## src/sdc_pkg.sv

```systemverilog
/*
  sdc_pkg: shared constants and types for the spindle drive command
  interface: apb register map, display mode codes, input code bits,
  debounce and speed timing.
  assumes a 50 mhz pclk and a 32-bit apb bus.
*/
`default_nettype none
package sdc_pkg;
  // apb register byte addresses
  localparam logic [11:0] SDC_CTRL_OFS = 12'h000;
  localparam logic [11:0] SDC_STAT_OFS = 12'h004;
  localparam logic [11:0] SDC_DISP_OFS = 12'h008;
  localparam logic [11:0] SDC_FREQ_OFS = 12'h00c;
  localparam logic [11:0] SDC_PARM_OFS = 12'h010;
  localparam logic [11:0] SDC_CURR_OFS = 12'h014;
  // ctrl fields
  localparam int SDC_CTRL_FCLR_BIT = 0;   // software fault clear pulse
  localparam int SDC_CTRL_XFER_BIT = 1;   // parameter copy request
  localparam int SDC_CTRL_DIR_BIT = 2;    // 1 = drive to panel
  // status fields
  localparam int SDC_ST_FAULT_BIT = 0;
  localparam int SDC_ST_AGREE_BIT = 1;
  localparam int SDC_ST_ESTOP_BIT = 2;
  localparam int SDC_ST_ENCLOSS_BIT = 3;
  localparam int SDC_ST_XDIR_BIT = 4;
  localparam int SDC_ST_XDONE_BIT = 5;
  localparam int SDC_ST_ORIENT_BIT = 6;
  // reset values
  localparam logic [31:0] SDC_PARM_RST = 32'h0000_0000;
  localparam logic [15:0] SDC_FREQ_RST = 16'h0000;
  // active-input code bits
  localparam logic [15:0] SDC_CODE_FWD = 16'h0001;
  localparam logic [15:0] SDC_CODE_REV = 16'h0002;
  localparam logic [15:0] SDC_CODE_ESTOP = 16'h0004;
  localparam logic [15:0] SDC_CODE_FCLR = 16'h0008;
  localparam logic [15:0] SDC_CODE_ORIENT = 16'h0010;
  localparam logic [15:0] SDC_CODE_TAP = 16'h0020;
  // panel indicator letters (ascii)
  localparam logic [7:0] SDC_LET_F = 8'h46;
  localparam logic [7:0] SDC_LET_H = 8'h48;
  localparam logic [7:0] SDC_LET_U = 8'h55;
  localparam logic [7:0] SDC_LET_A = 8'h41;
  localparam logic [7:0] SDC_LET_R = 8'h72;
  localparam logic [7:0] SDC_LET_NONE = 8'h00;
  // full speed: 5000 rpm at 167 hz, output frequency in 0.01 hz units
  localparam logic [15:0] SDC_FMAX_CHZ = 16'h413c; // 167.00 hz
  localparam int SDC_RAMP_STEP = 1;               // 0.01 hz per tick
  // timing
  localparam int SDC_CLK_HZ = 50_000_000;
  // a 20 us window filters line noise on the pins; a switch that
  // bounces for longer needs a wider window
  localparam int SDC_DEB_US = 20;
  localparam int SDC_DEB_CYC = SDC_CLK_HZ / 1_000_000 * SDC_DEB_US;
  localparam int SDC_RAMP_US = 100;
  localparam int SDC_RAMP_CYC = SDC_CLK_HZ / 1_000_000 * SDC_RAMP_US;
  localparam int SDC_ENC_MS = 50;
  localparam int SDC_ENC_CYC = SDC_CLK_HZ / 1000 * SDC_ENC_MS;
  localparam int SDC_NIN = 7;  // fwd rev estop fclr orient tap mode

  typedef enum logic [2:0] {
    SDC_M_FIN = 3'b000,
    SDC_M_FOUT = 3'b001,
    SDC_M_INPUTS = 3'b010,
    SDC_M_CURR = 3'b011,
    SDC_M_XFER = 3'b100
  } sdc_mode_t;

  // panel display word
  typedef struct packed {
    logic [7:0] letter;
    logic [2:0] mode;
    logic [15:0] value;
  } sdc_disp_t;
endpackage : sdc_pkg
`default_nettype wire

```

## src/sdc_drive.sv

```systemverilog
/*
  sdc_drive: command and status logic of a spindle drive with its
  panel display mode sequencer, reached over apb.
  assumes pin inputs are asynchronous, already level-shifted to logic
  levels that keep the documented polarity (0 v terminal = low).
  the analog speed reference arrives as a digitised 16-bit word.
*/
`default_nettype none
module sdc_drive
  import sdc_pkg::*;
(
  input wire logic pclk,             // 50 mhz clock
  input wire logic presetn,          // async reset, active low
  input wire logic psel,             // apb select
  input wire logic penable,          // apb access phase
  input wire logic pwrite,           // apb direction
  input wire logic [11:0] paddr,     // apb byte address
  input wire logic [31:0] pwdata,    // apb write data
  output logic [31:0] prdata,        // apb read data
  output logic pready,               // apb ready
  output logic pslverr,              // apb error on unmapped address
  input wire logic forward_run_n,    // forward run, low active
  input wire logic reverse_run_n,    // reverse run, low active
  input wire logic orient_cmd_n,     // orient request, low active
  input wire logic fault_clear_n,    // fault clear, low active
  input wire logic emergency_stop,   // e-stop, high active
  input wire logic tap_cmd_n,        // tap mode, low active
  input wire logic mode_button_n,    // panel mode button, low active
  input wire logic [15:0] speed_ref, // digitised 0..8.5 v reference
  input wire logic [15:0] motor_current, // measured current word
  input wire logic enc_a,            // spindle encoder channel a
  input wire logic enc_b,            // spindle encoder channel b
  input wire logic enc_z,            // spindle encoder index
  output logic enc_a_out,            // encoder a to controller
  output logic enc_b_out,            // encoder b to controller
  output logic enc_z_out,            // encoder index to controller
  output logic fault_out,            // high while fault present
  output logic speed_agree_n,        // low while speed matches
  output logic run_cw,               // spindle clockwise drive
  output logic run_ccw,              // spindle counter-clockwise drive
  output logic orient_active,        // orientation move in progress
  output logic [31:0] orient_angle,  // target angle to power stage
  output logic [15:0] out_freq,      // output frequency, 0.01 hz
  output sdc_disp_t disp_out         // panel display word
);

  // active-high sense of each raw input, index order fixed below
  logic [SDC_NIN-1:0] raw_act;
  assign raw_act = {~mode_button_n, ~tap_cmd_n, ~orient_cmd_n,
                    ~fault_clear_n, emergency_stop, ~reverse_run_n,
                    ~forward_run_n};

  logic [SDC_NIN-1:0] clean_q;
  logic [SDC_NIN-1:0] clean_prev_q;

  // three-stage sync then debounce counter, per input
  genvar gi;
  generate
    for (gi = 0; gi < SDC_NIN; gi++) begin : g_in
      logic s1_q, s2_q, s3_q;
      logic [19:0] cnt_q;
      always_ff @(posedge pclk or negedge presetn) begin
        if (!presetn) begin
          s1_q <= 1'b0;
          s2_q <= 1'b0;
          s3_q <= 1'b0;
        end else begin
          s1_q <= raw_act[gi];
          s2_q <= s1_q;
          s3_q <= s2_q;
        end
      end
      // a change must hold for the whole window before it counts
      always_ff @(posedge pclk or negedge presetn) begin
        if (!presetn) begin
          cnt_q <= 20'h00000;
          clean_q[gi] <= 1'b0;
        end else if (s2_q != s3_q || s3_q == clean_q[gi]) begin
          cnt_q <= 20'h00000;
        end else if (cnt_q == 20'(SDC_DEB_CYC - 1)) begin
          cnt_q <= 20'h00000;
          clean_q[gi] <= s3_q;
        end else begin
          cnt_q <= cnt_q + 20'h00001;
        end
      end
    end
  endgenerate

  always_ff @(posedge pclk or negedge presetn) begin
    if (!presetn) begin
      clean_prev_q <= '0;
    end else begin
      clean_prev_q <= clean_q;
    end
  end

  logic forward_run_cmd, reverse_run_cmd, estop, fclr, orient, tap, btn_press;
  assign forward_run_cmd = clean_q[0];
  assign reverse_run_cmd = clean_q[1];
  assign estop = clean_q[2];
  assign fclr = clean_q[3];
  assign orient = clean_q[4];
  assign tap = clean_q[5];
  assign btn_press = clean_q[6] & ~clean_prev_q[6];

  // or of the one-hot code of each active input
  function automatic logic [15:0] input_code(input logic [5:0] a);
    logic [15:0] c;
    c = 16'h0000;
    if (a[0]) c = c | SDC_CODE_FWD;
    if (a[1]) c = c | SDC_CODE_REV;
    if (a[2]) c = c | SDC_CODE_ESTOP;
    if (a[3]) c = c | SDC_CODE_FCLR;
    if (a[4]) c = c | SDC_CODE_ORIENT;
    if (a[5]) c = c | SDC_CODE_TAP;
    return c;
  endfunction : input_code

  // display mode sequencer
  sdc_mode_t mode_q, mode_d;
  always_comb begin
    case (mode_q)
      SDC_M_FIN: mode_d = SDC_M_FOUT;
      SDC_M_FOUT: mode_d = SDC_M_INPUTS;
      SDC_M_INPUTS: mode_d = SDC_M_CURR;
      SDC_M_CURR: mode_d = SDC_M_XFER;
      SDC_M_XFER: mode_d = SDC_M_FIN;
      default: mode_d = SDC_M_FIN;
    endcase
  end

  always_ff @(posedge pclk or negedge presetn) begin
    if (!presetn) begin
      mode_q <= SDC_M_FIN;
    end else if (btn_press) begin
      mode_q <= mode_d;
    end
  end

  // frequency command: reference scaled so full scale gives 167 hz
  logic [15:0] freq_cmd;
  logic [31:0] freq_prod;
  // one lsb added so a full-scale word lands on 167.00 hz exactly
  assign freq_prod = (32'(speed_ref) + 32'h0000_0001) * 32'(SDC_FMAX_CHZ);
  assign freq_cmd = freq_prod[31:16];

  // fault latch and software clear, declared here because the run and
  // orient gates below already read the latch
  logic fault_q, sw_fclr;

  // run request, with e-stop overriding everything
  logic run_req, dir_ccw;
  assign run_req = ~estop & (forward_run_cmd ^ reverse_run_cmd) & ~fault_q;
  assign dir_ccw = reverse_run_cmd & ~forward_run_cmd;

  // orientation accepted only with forward present
  logic orient_ok;
  assign orient_ok = orient & forward_run_cmd & ~estop & ~fault_q;

  // ramp timer and output frequency
  logic [15:0] tick_q;
  logic tick;
  assign tick = (tick_q == 16'(SDC_RAMP_CYC - 1));
  always_ff @(posedge pclk or negedge presetn) begin
    if (!presetn) begin
      tick_q <= 16'h0000;
    end else if (tick) begin
      tick_q <= 16'h0000;
    end else begin
      tick_q <= tick_q + 16'h0001;
    end
  end

  logic [15:0] target;
  assign target = run_req ? freq_cmd : 16'h0000;

  // spindle decelerates on its own when run drops or e-stop is seen
  always_ff @(posedge pclk or negedge presetn) begin
    if (!presetn) begin
      out_freq <= SDC_FREQ_RST;
    end else if (tick && out_freq < target) begin
      out_freq <= out_freq + 16'(SDC_RAMP_STEP);
    end else if (tick && out_freq > target) begin
      out_freq <= out_freq - 16'(SDC_RAMP_STEP);
    end
  end

  // direction latched while turning so a stop ramps the same way
  always_ff @(posedge pclk or negedge presetn) begin
    if (!presetn) begin
      run_cw <= 1'b0;
      run_ccw <= 1'b0;
    end else if (run_req) begin
      run_cw <= ~dir_ccw;
      run_ccw <= dir_ccw;
    end else if (out_freq == 16'h0000) begin
      run_cw <= 1'b0;
      run_ccw <= 1'b0;
    end
  end

  always_ff @(posedge pclk or negedge presetn) begin
    if (!presetn) begin
      orient_active <= 1'b0;
    end else begin
      orient_active <= orient_ok;
    end
  end

  // encoder loss watchdog: no enc_a edge for the window while turning
  logic ea1_q, ea2_q, ea3_q;
  logic [21:0] enc_cnt_q;
  logic enc_loss;
  always_ff @(posedge pclk or negedge presetn) begin
    if (!presetn) begin
      ea1_q <= 1'b0;
      ea2_q <= 1'b0;
      ea3_q <= 1'b0;
    end else begin
      ea1_q <= enc_a;
      ea2_q <= ea1_q;
      ea3_q <= ea2_q;
    end
  end

  always_ff @(posedge pclk or negedge presetn) begin
    if (!presetn) begin
      enc_cnt_q <= 22'h000000;
    end else if (ea2_q != ea3_q || out_freq == 16'h0000) begin
      enc_cnt_q <= 22'h000000;
    end else if (enc_cnt_q != 22'(SDC_ENC_CYC)) begin
      enc_cnt_q <= enc_cnt_q + 22'h000001;
    end
  end
  assign enc_loss = (enc_cnt_q == 22'(SDC_ENC_CYC));

  // latched fault; a new fault wins over a clear in the same cycle
  always_ff @(posedge pclk or negedge presetn) begin
    if (!presetn) begin
      fault_q <= 1'b0;
    end else if (enc_loss) begin
      fault_q <= 1'b1;
    end else if (fclr || sw_fclr) begin
      fault_q <= 1'b0;
    end
  end

  assign fault_out = fault_q;
  assign speed_agree_n = ~(out_freq == target);

  // encoder passthrough to the controller
  assign enc_a_out = enc_a;
  assign enc_b_out = enc_b;
  assign enc_z_out = enc_z;

  // parameter store and panel copy, direction chosen by software
  logic [31:0] parm_q, panel_q;
  logic xdir_q, xdone_q;
  assign orient_angle = parm_q;

  // apb slave, zero wait states
  logic wr_en, rd_en, hit;
  assign wr_en = psel & penable & pwrite;
  assign rd_en = psel & penable & ~pwrite;
  assign hit = (paddr == SDC_CTRL_OFS) || (paddr == SDC_STAT_OFS) ||
               (paddr == SDC_DISP_OFS) || (paddr == SDC_FREQ_OFS) ||
               (paddr == SDC_PARM_OFS) || (paddr == SDC_CURR_OFS);
  assign pready = 1'b1;
  assign pslverr = psel & penable & ~hit;
  assign sw_fclr = wr_en && paddr == SDC_CTRL_OFS &&
                   pwdata[SDC_CTRL_FCLR_BIT];

  // copy only honoured in the upload/download display mode
  always_ff @(posedge pclk or negedge presetn) begin
    if (!presetn) begin
      parm_q <= SDC_PARM_RST;
      panel_q <= SDC_PARM_RST;
      xdir_q <= 1'b0;
      xdone_q <= 1'b0;
    end else if (wr_en && paddr == SDC_PARM_OFS) begin
      parm_q <= pwdata;
    end else if (wr_en && paddr == SDC_CTRL_OFS &&
                 pwdata[SDC_CTRL_XFER_BIT] && mode_q == SDC_M_XFER) begin
      xdir_q <= pwdata[SDC_CTRL_DIR_BIT];
      xdone_q <= 1'b1;
      if (pwdata[SDC_CTRL_DIR_BIT]) panel_q <= parm_q;
      else parm_q <= panel_q;
    end else if (btn_press) begin
      xdone_q <= 1'b0;
    end
  end

  // display word per mode
  always_ff @(posedge pclk or negedge presetn) begin
    if (!presetn) begin
      disp_out <= '0;
    end else begin
      disp_out.mode <= mode_q;
      case (mode_q)
        SDC_M_FIN: begin
          disp_out.letter <= SDC_LET_F;
          disp_out.value <= freq_cmd;
        end
        SDC_M_FOUT: begin
          disp_out.letter <= SDC_LET_H;
          disp_out.value <= out_freq;
        end
        SDC_M_INPUTS: begin
          disp_out.letter <= SDC_LET_U;
          disp_out.value <= input_code({tap, orient, fclr, estop, reverse_run_cmd,
                                        forward_run_cmd});
        end
        SDC_M_CURR: begin
          disp_out.letter <= SDC_LET_A;
          disp_out.value <= motor_current;
        end
        SDC_M_XFER: begin
          disp_out.letter <= SDC_LET_R; // read-zero prompt
          disp_out.value <= 16'h0000;
        end
        default: begin
          disp_out.letter <= SDC_LET_NONE;
          disp_out.value <= 16'h0000;
        end
      endcase
    end
  end

  // registered read data
  always_ff @(posedge pclk or negedge presetn) begin
    if (!presetn) begin
      prdata <= 32'h0000_0000;
    end else if (psel && !penable && !pwrite) begin
      case (paddr)
        SDC_STAT_OFS: prdata <= {25'h0, orient_active, xdone_q,
                                 xdir_q, enc_loss, estop,
                                 ~speed_agree_n, fault_q};
        SDC_DISP_OFS: prdata <= {5'h0, disp_out};
        SDC_FREQ_OFS: prdata <= {freq_cmd, out_freq};
        SDC_PARM_OFS: prdata <= parm_q;
        SDC_CURR_OFS: prdata <= {panel_q[15:0], motor_current};
        default: prdata <= 32'h0000_0000;
      endcase
    end
  end

endmodule : sdc_drive
`default_nettype wire

```

## config.mk

```make
export PLATFORM = sky130hd
export DESIGN_NAME = sdc_drive
export DESIGN_NICKNAME = d
export VERILOG_FILES = /design/src/sdc_pkg.sv /design/src/sdc_drive.sv
export SDC_FILE = /design/constraint.sdc
export NUM_CORES = 1
export LEC_CHECK = 0
export BUFFER_PORTS_ARGS = -buffer_cell sky130_fd_sc_hd__buf_2
export CAP_MARGIN = 20
export CORE_MARGIN = 4
export CORE_UTILIZATION = 55
export DETAILED_ROUTE_END_ITERATION = 8
export GPL_TIMING_DRIVEN = 0
export PLACE_DENSITY_LB_ADDON = 0.3
export SYNTH_ARGS = -nofsm -noshare
export SYNTH_HDL_FRONTEND = slang
export SYNTH_SLANG_ARGS = --single-unit
export TNS_END_PERCENT = 10
```

## constraint.sdc

```tcl
create_clock -name pclk -period 13.2 [get_ports pclk]
set_input_delay 0 -clock pclk [delete_from_list [all_inputs] [get_ports pclk]]
set_output_delay 0 -clock pclk [all_outputs]
set_load 0.005 [all_outputs]
```

==> qor.yml <==
routing:
  postRouteAntennaNets: 0
  wire_per_inst_microns: 18.8
  drt_pass1_iterations: 7
  wl_microns: 56500
  initialDrtViolationCount: 1250
  drcViolationCount: 0
  vias: 17300
  viasPerCell: 5.76
worst_setup_path:
  rr_worst_depth: 21
  cp.buffers_inverters: 7
  cp.required_ns: 13.63
  critPathKind: "in -> reg"
  critPathMaxStageDelay_ns: 0.58
  path_delay_family: "adder cells"
  worstPathMaxFanout: 15
  critPathArrivalTime_ns: 10.93
  cp_num_cells: 41
  cp-end-kind: "flip-flop"
  cp-startpoint: "speed_ref[1]"
  r2r_start: "forward_run_cmd$_DFFE_PN0P_"
  worst_path_max_delay_cell: "fa_1"
  start_kind: "primary input"
synth:
  synth_compound_area_frac: 0.103
  synth_seq_cells: 357
  synth_edf_count: 0
  yosysTopAreaCellShare: 0.431
  synth_most_common_cell: "dfrtp_1"
  yosysWarnings: 0
  yosys.area_share.simple: 0.187
  avgSynthCellArea_sq_um: 9.57
  synth_common_cells: "357 x dfrtp_1, 271 x nor2_1, 250 x nand2_1, 143 x inv_1, 122 x ha_1"
  synth_top_family_by_area: "simple AND/OR/NAND/NOR gates"
  synth.distinct_cells: 80
  postSynthCellCount: 2167
  yosysSeqAreaShare: 0.431
  async_reset_ff_frac: 1.00
  netlist_area_sq_mm: 0.0207
  synth_top_area_cell: "dfrtp_1"
  synth_mux_area_frac: 0.0379
  synth_xor_area_frac: 0.0840
  ys_top_cells_by_area: "dfrtp_1 43%, ha_1 7.4%, nor2_1 4.9%, xor2_1 4.8%, nand2_1 4.5%"
  yosys.area_share.adder: 0.115
  ys.flop_type: "dfrtp_1"
timing:
  fin_tns_setup_ns: 0
  grt_setup_unrepaired: "false"
  period_share: 0.796
  drv_slew: 0
  max_freq_ghz: 0.0952
  setup_ws_ns: 2.69
  slew_headroom: 0.303
  period_needed_ns: 10.51
  hold_viol: 0
  setup_viol: 0
  tightest_slew_ns: 1.04
  skew_ns: 0.0259
floorplanning:
  fp.dieW_microns: 202
  fp.dieH_microns: 202
  dieArea_sq_mm: 0.0409
  fp-row-count: 70
  core_area_sq_mm: 0.0369
  ios: 208
  initial_core_util: 0.562
cts:
  clkTransAtPathRegs_ns: 0.06
  clock_latency_ns: 0.57
  root_buffer: "clkbuf_16"
  htreeDepth: 2
  cts_setup_buffers: 0
  cts_buffer_depth: 3
  cts_sinks: 357
  cts_tree: "built"
  cts_made_buffers: 40
global_routing:
  grt_util_all_layers: 0.275
  gr-total-overflow: 0
  grt_antenna_before_repair: 0
  grt_pass1_vias: 17700
  grt_pass1_wl_microns: 92100
  grt_max_degree: 104
placement:
  dp_slack_ns: 2.32
  gp_congestion: 0.950
  dp_hpwl_microns: 42500
  io_buffers: 202
  post_dp_cell_area_sq_mm: 0.0225
cells_and_area:
  nFillCells: 2838
  antenna_cells: 0
  drive_gt1_frac: 0.144
  finish.net_count: 2730
  fin_area_sq_mm: 0.0244
  syn_to_final_growth_pct: 17.7
power:
  vdd_ir_drop_max_uv: 123
  p_leak_nw: 11.7
  power_density_mw_per_mm2: 131
outcome:
  outcome: "complete, no violations"
hold_path:
  min_path_type: "in -> async"
flow_run:
  cap_violations: 0
timing repair:
| item | CTS | global route |
|---|---|---|
| hold endpoints to repair | 178 | 0 |
| hold buffers | 58 | 0 |
| resized for setup | 0 | 0 |
| setup endpoints to repair | 0 | 0 |
routing by layer:
layer	wire length, microns	vias up	GRT usage
met5	0	-	0
met4	2390	0	0.109
met3	4420	161	0.0653
met2	26500	687	0.456
met1	23100	8440	0.350
li1	-	8046	-
cell type report:
cell class                 instances  area (sq um)  share of cell area
clock buffer                      56          1120              0.0460
multi-input combinational       1599         10900               0.448
timing repair buffer             264          1690              0.0693
clock inverter                    15           218             0.00892
buffer                            69           332              0.0136
sequential                       357          8930               0.366
tap                              504           631              0.0258
inverter                         143           537              0.0220
logic make-up (layout without fill, tap and decap cells):
family / count (synthesis) / in the layout
AOI/OAI and AO/OA: 322 / 322
and+or+nand+nor: 839 / 839
xor gates and xnor gates: 199 / 199
DFF: 357 / 357
adders and majority gates: 165 / 165
other: 2 / 3
muxes: 71 / 71
buffers and inverters: 212 / 547
cell usage in the layout, fill, tap and decap left out, drive strengths merged, types with 21 or more instances in the layout:
| cell type | Yosys | final |
|---|---|---|
| nand2 | 252 | 252 |
| clkbuf | 43 | 99 |
| nor3 | 31 | 31 |
| a22oi | 38 | 38 |
| dfrtp | 357 | 357 |
| a21oi | 67 | 67 |
| nand3 | 100 | 100 |
| nor2 | 271 | 271 |
| xor2 | 113 | 113 |
| dlygate4sd3 | 0 | 58 |
| o21ai | 101 | 101 |
| nand4 | 32 | 32 |
| xnor2 | 86 | 86 |
| fa | 43 | 43 |
| inv | 143 | 144 |
| nor4 | 25 | 25 |
| mux2 | 50 | 50 |
| and3 | 36 | 36 |
| buf | 26 | 232 |
| ha | 122 | 122 |
| a21o | 27 | 27 |
| or3 | 21 | 21 |
metrics by stage:
step	instances	hold WS [ns]	power, mW	utilization
after floorplan	2168	-0.296	1.76	-
after global placement	2874	0.125	2.03	0.607
after detailed placement	2877	0.100	2.06	0.610
after CTS	3006	0.0490	3.22	0.662
after global routing	3007	0.0907	3.38	0.662
final	3007	0.0203	3.21	0.662
final timing paths:
check	slack, ns	to
setup reg to reg	6.85	out_freq[12]$_DFFE_PN0P_
min in group pclk	0.08	fault_out$_DFFE_PN0P_
setup / recovery	2.69	out_freq[12]$_DFFE_PN0P_
max in group asynchronous	12.18	g_in[5].cnt_q[17]$_DFF_PN0_
hold reg to reg	0.35	ea2_q$_DFF_PN0_
hold / removal	0.02	enc_cnt_q[18]$_DFFE_PN0P_
flip-flops by register name, indices dropped and copies added (netlist names), 3 cells and up:
signal / cells
g_in.cnt_q: 140
orient_angle: 32
panel_q: 32
prdata: 32
disp_out: 26
enc_cnt_q: 22
out_freq: 16
tick_q: 16
g_in.s1_q: 7
g_in.s2_q: 7
g_in.s3_q: 7
mode_q: 3
where the power goes:
group	total (mW)	internal (mW)	switching, mW
sequential	1.14	1.12	0.0209
clock	1.14	0.677	0.464
combinational	0.922	0.351	0.571
No activity file was read; power rests on OpenSTA's default activity.
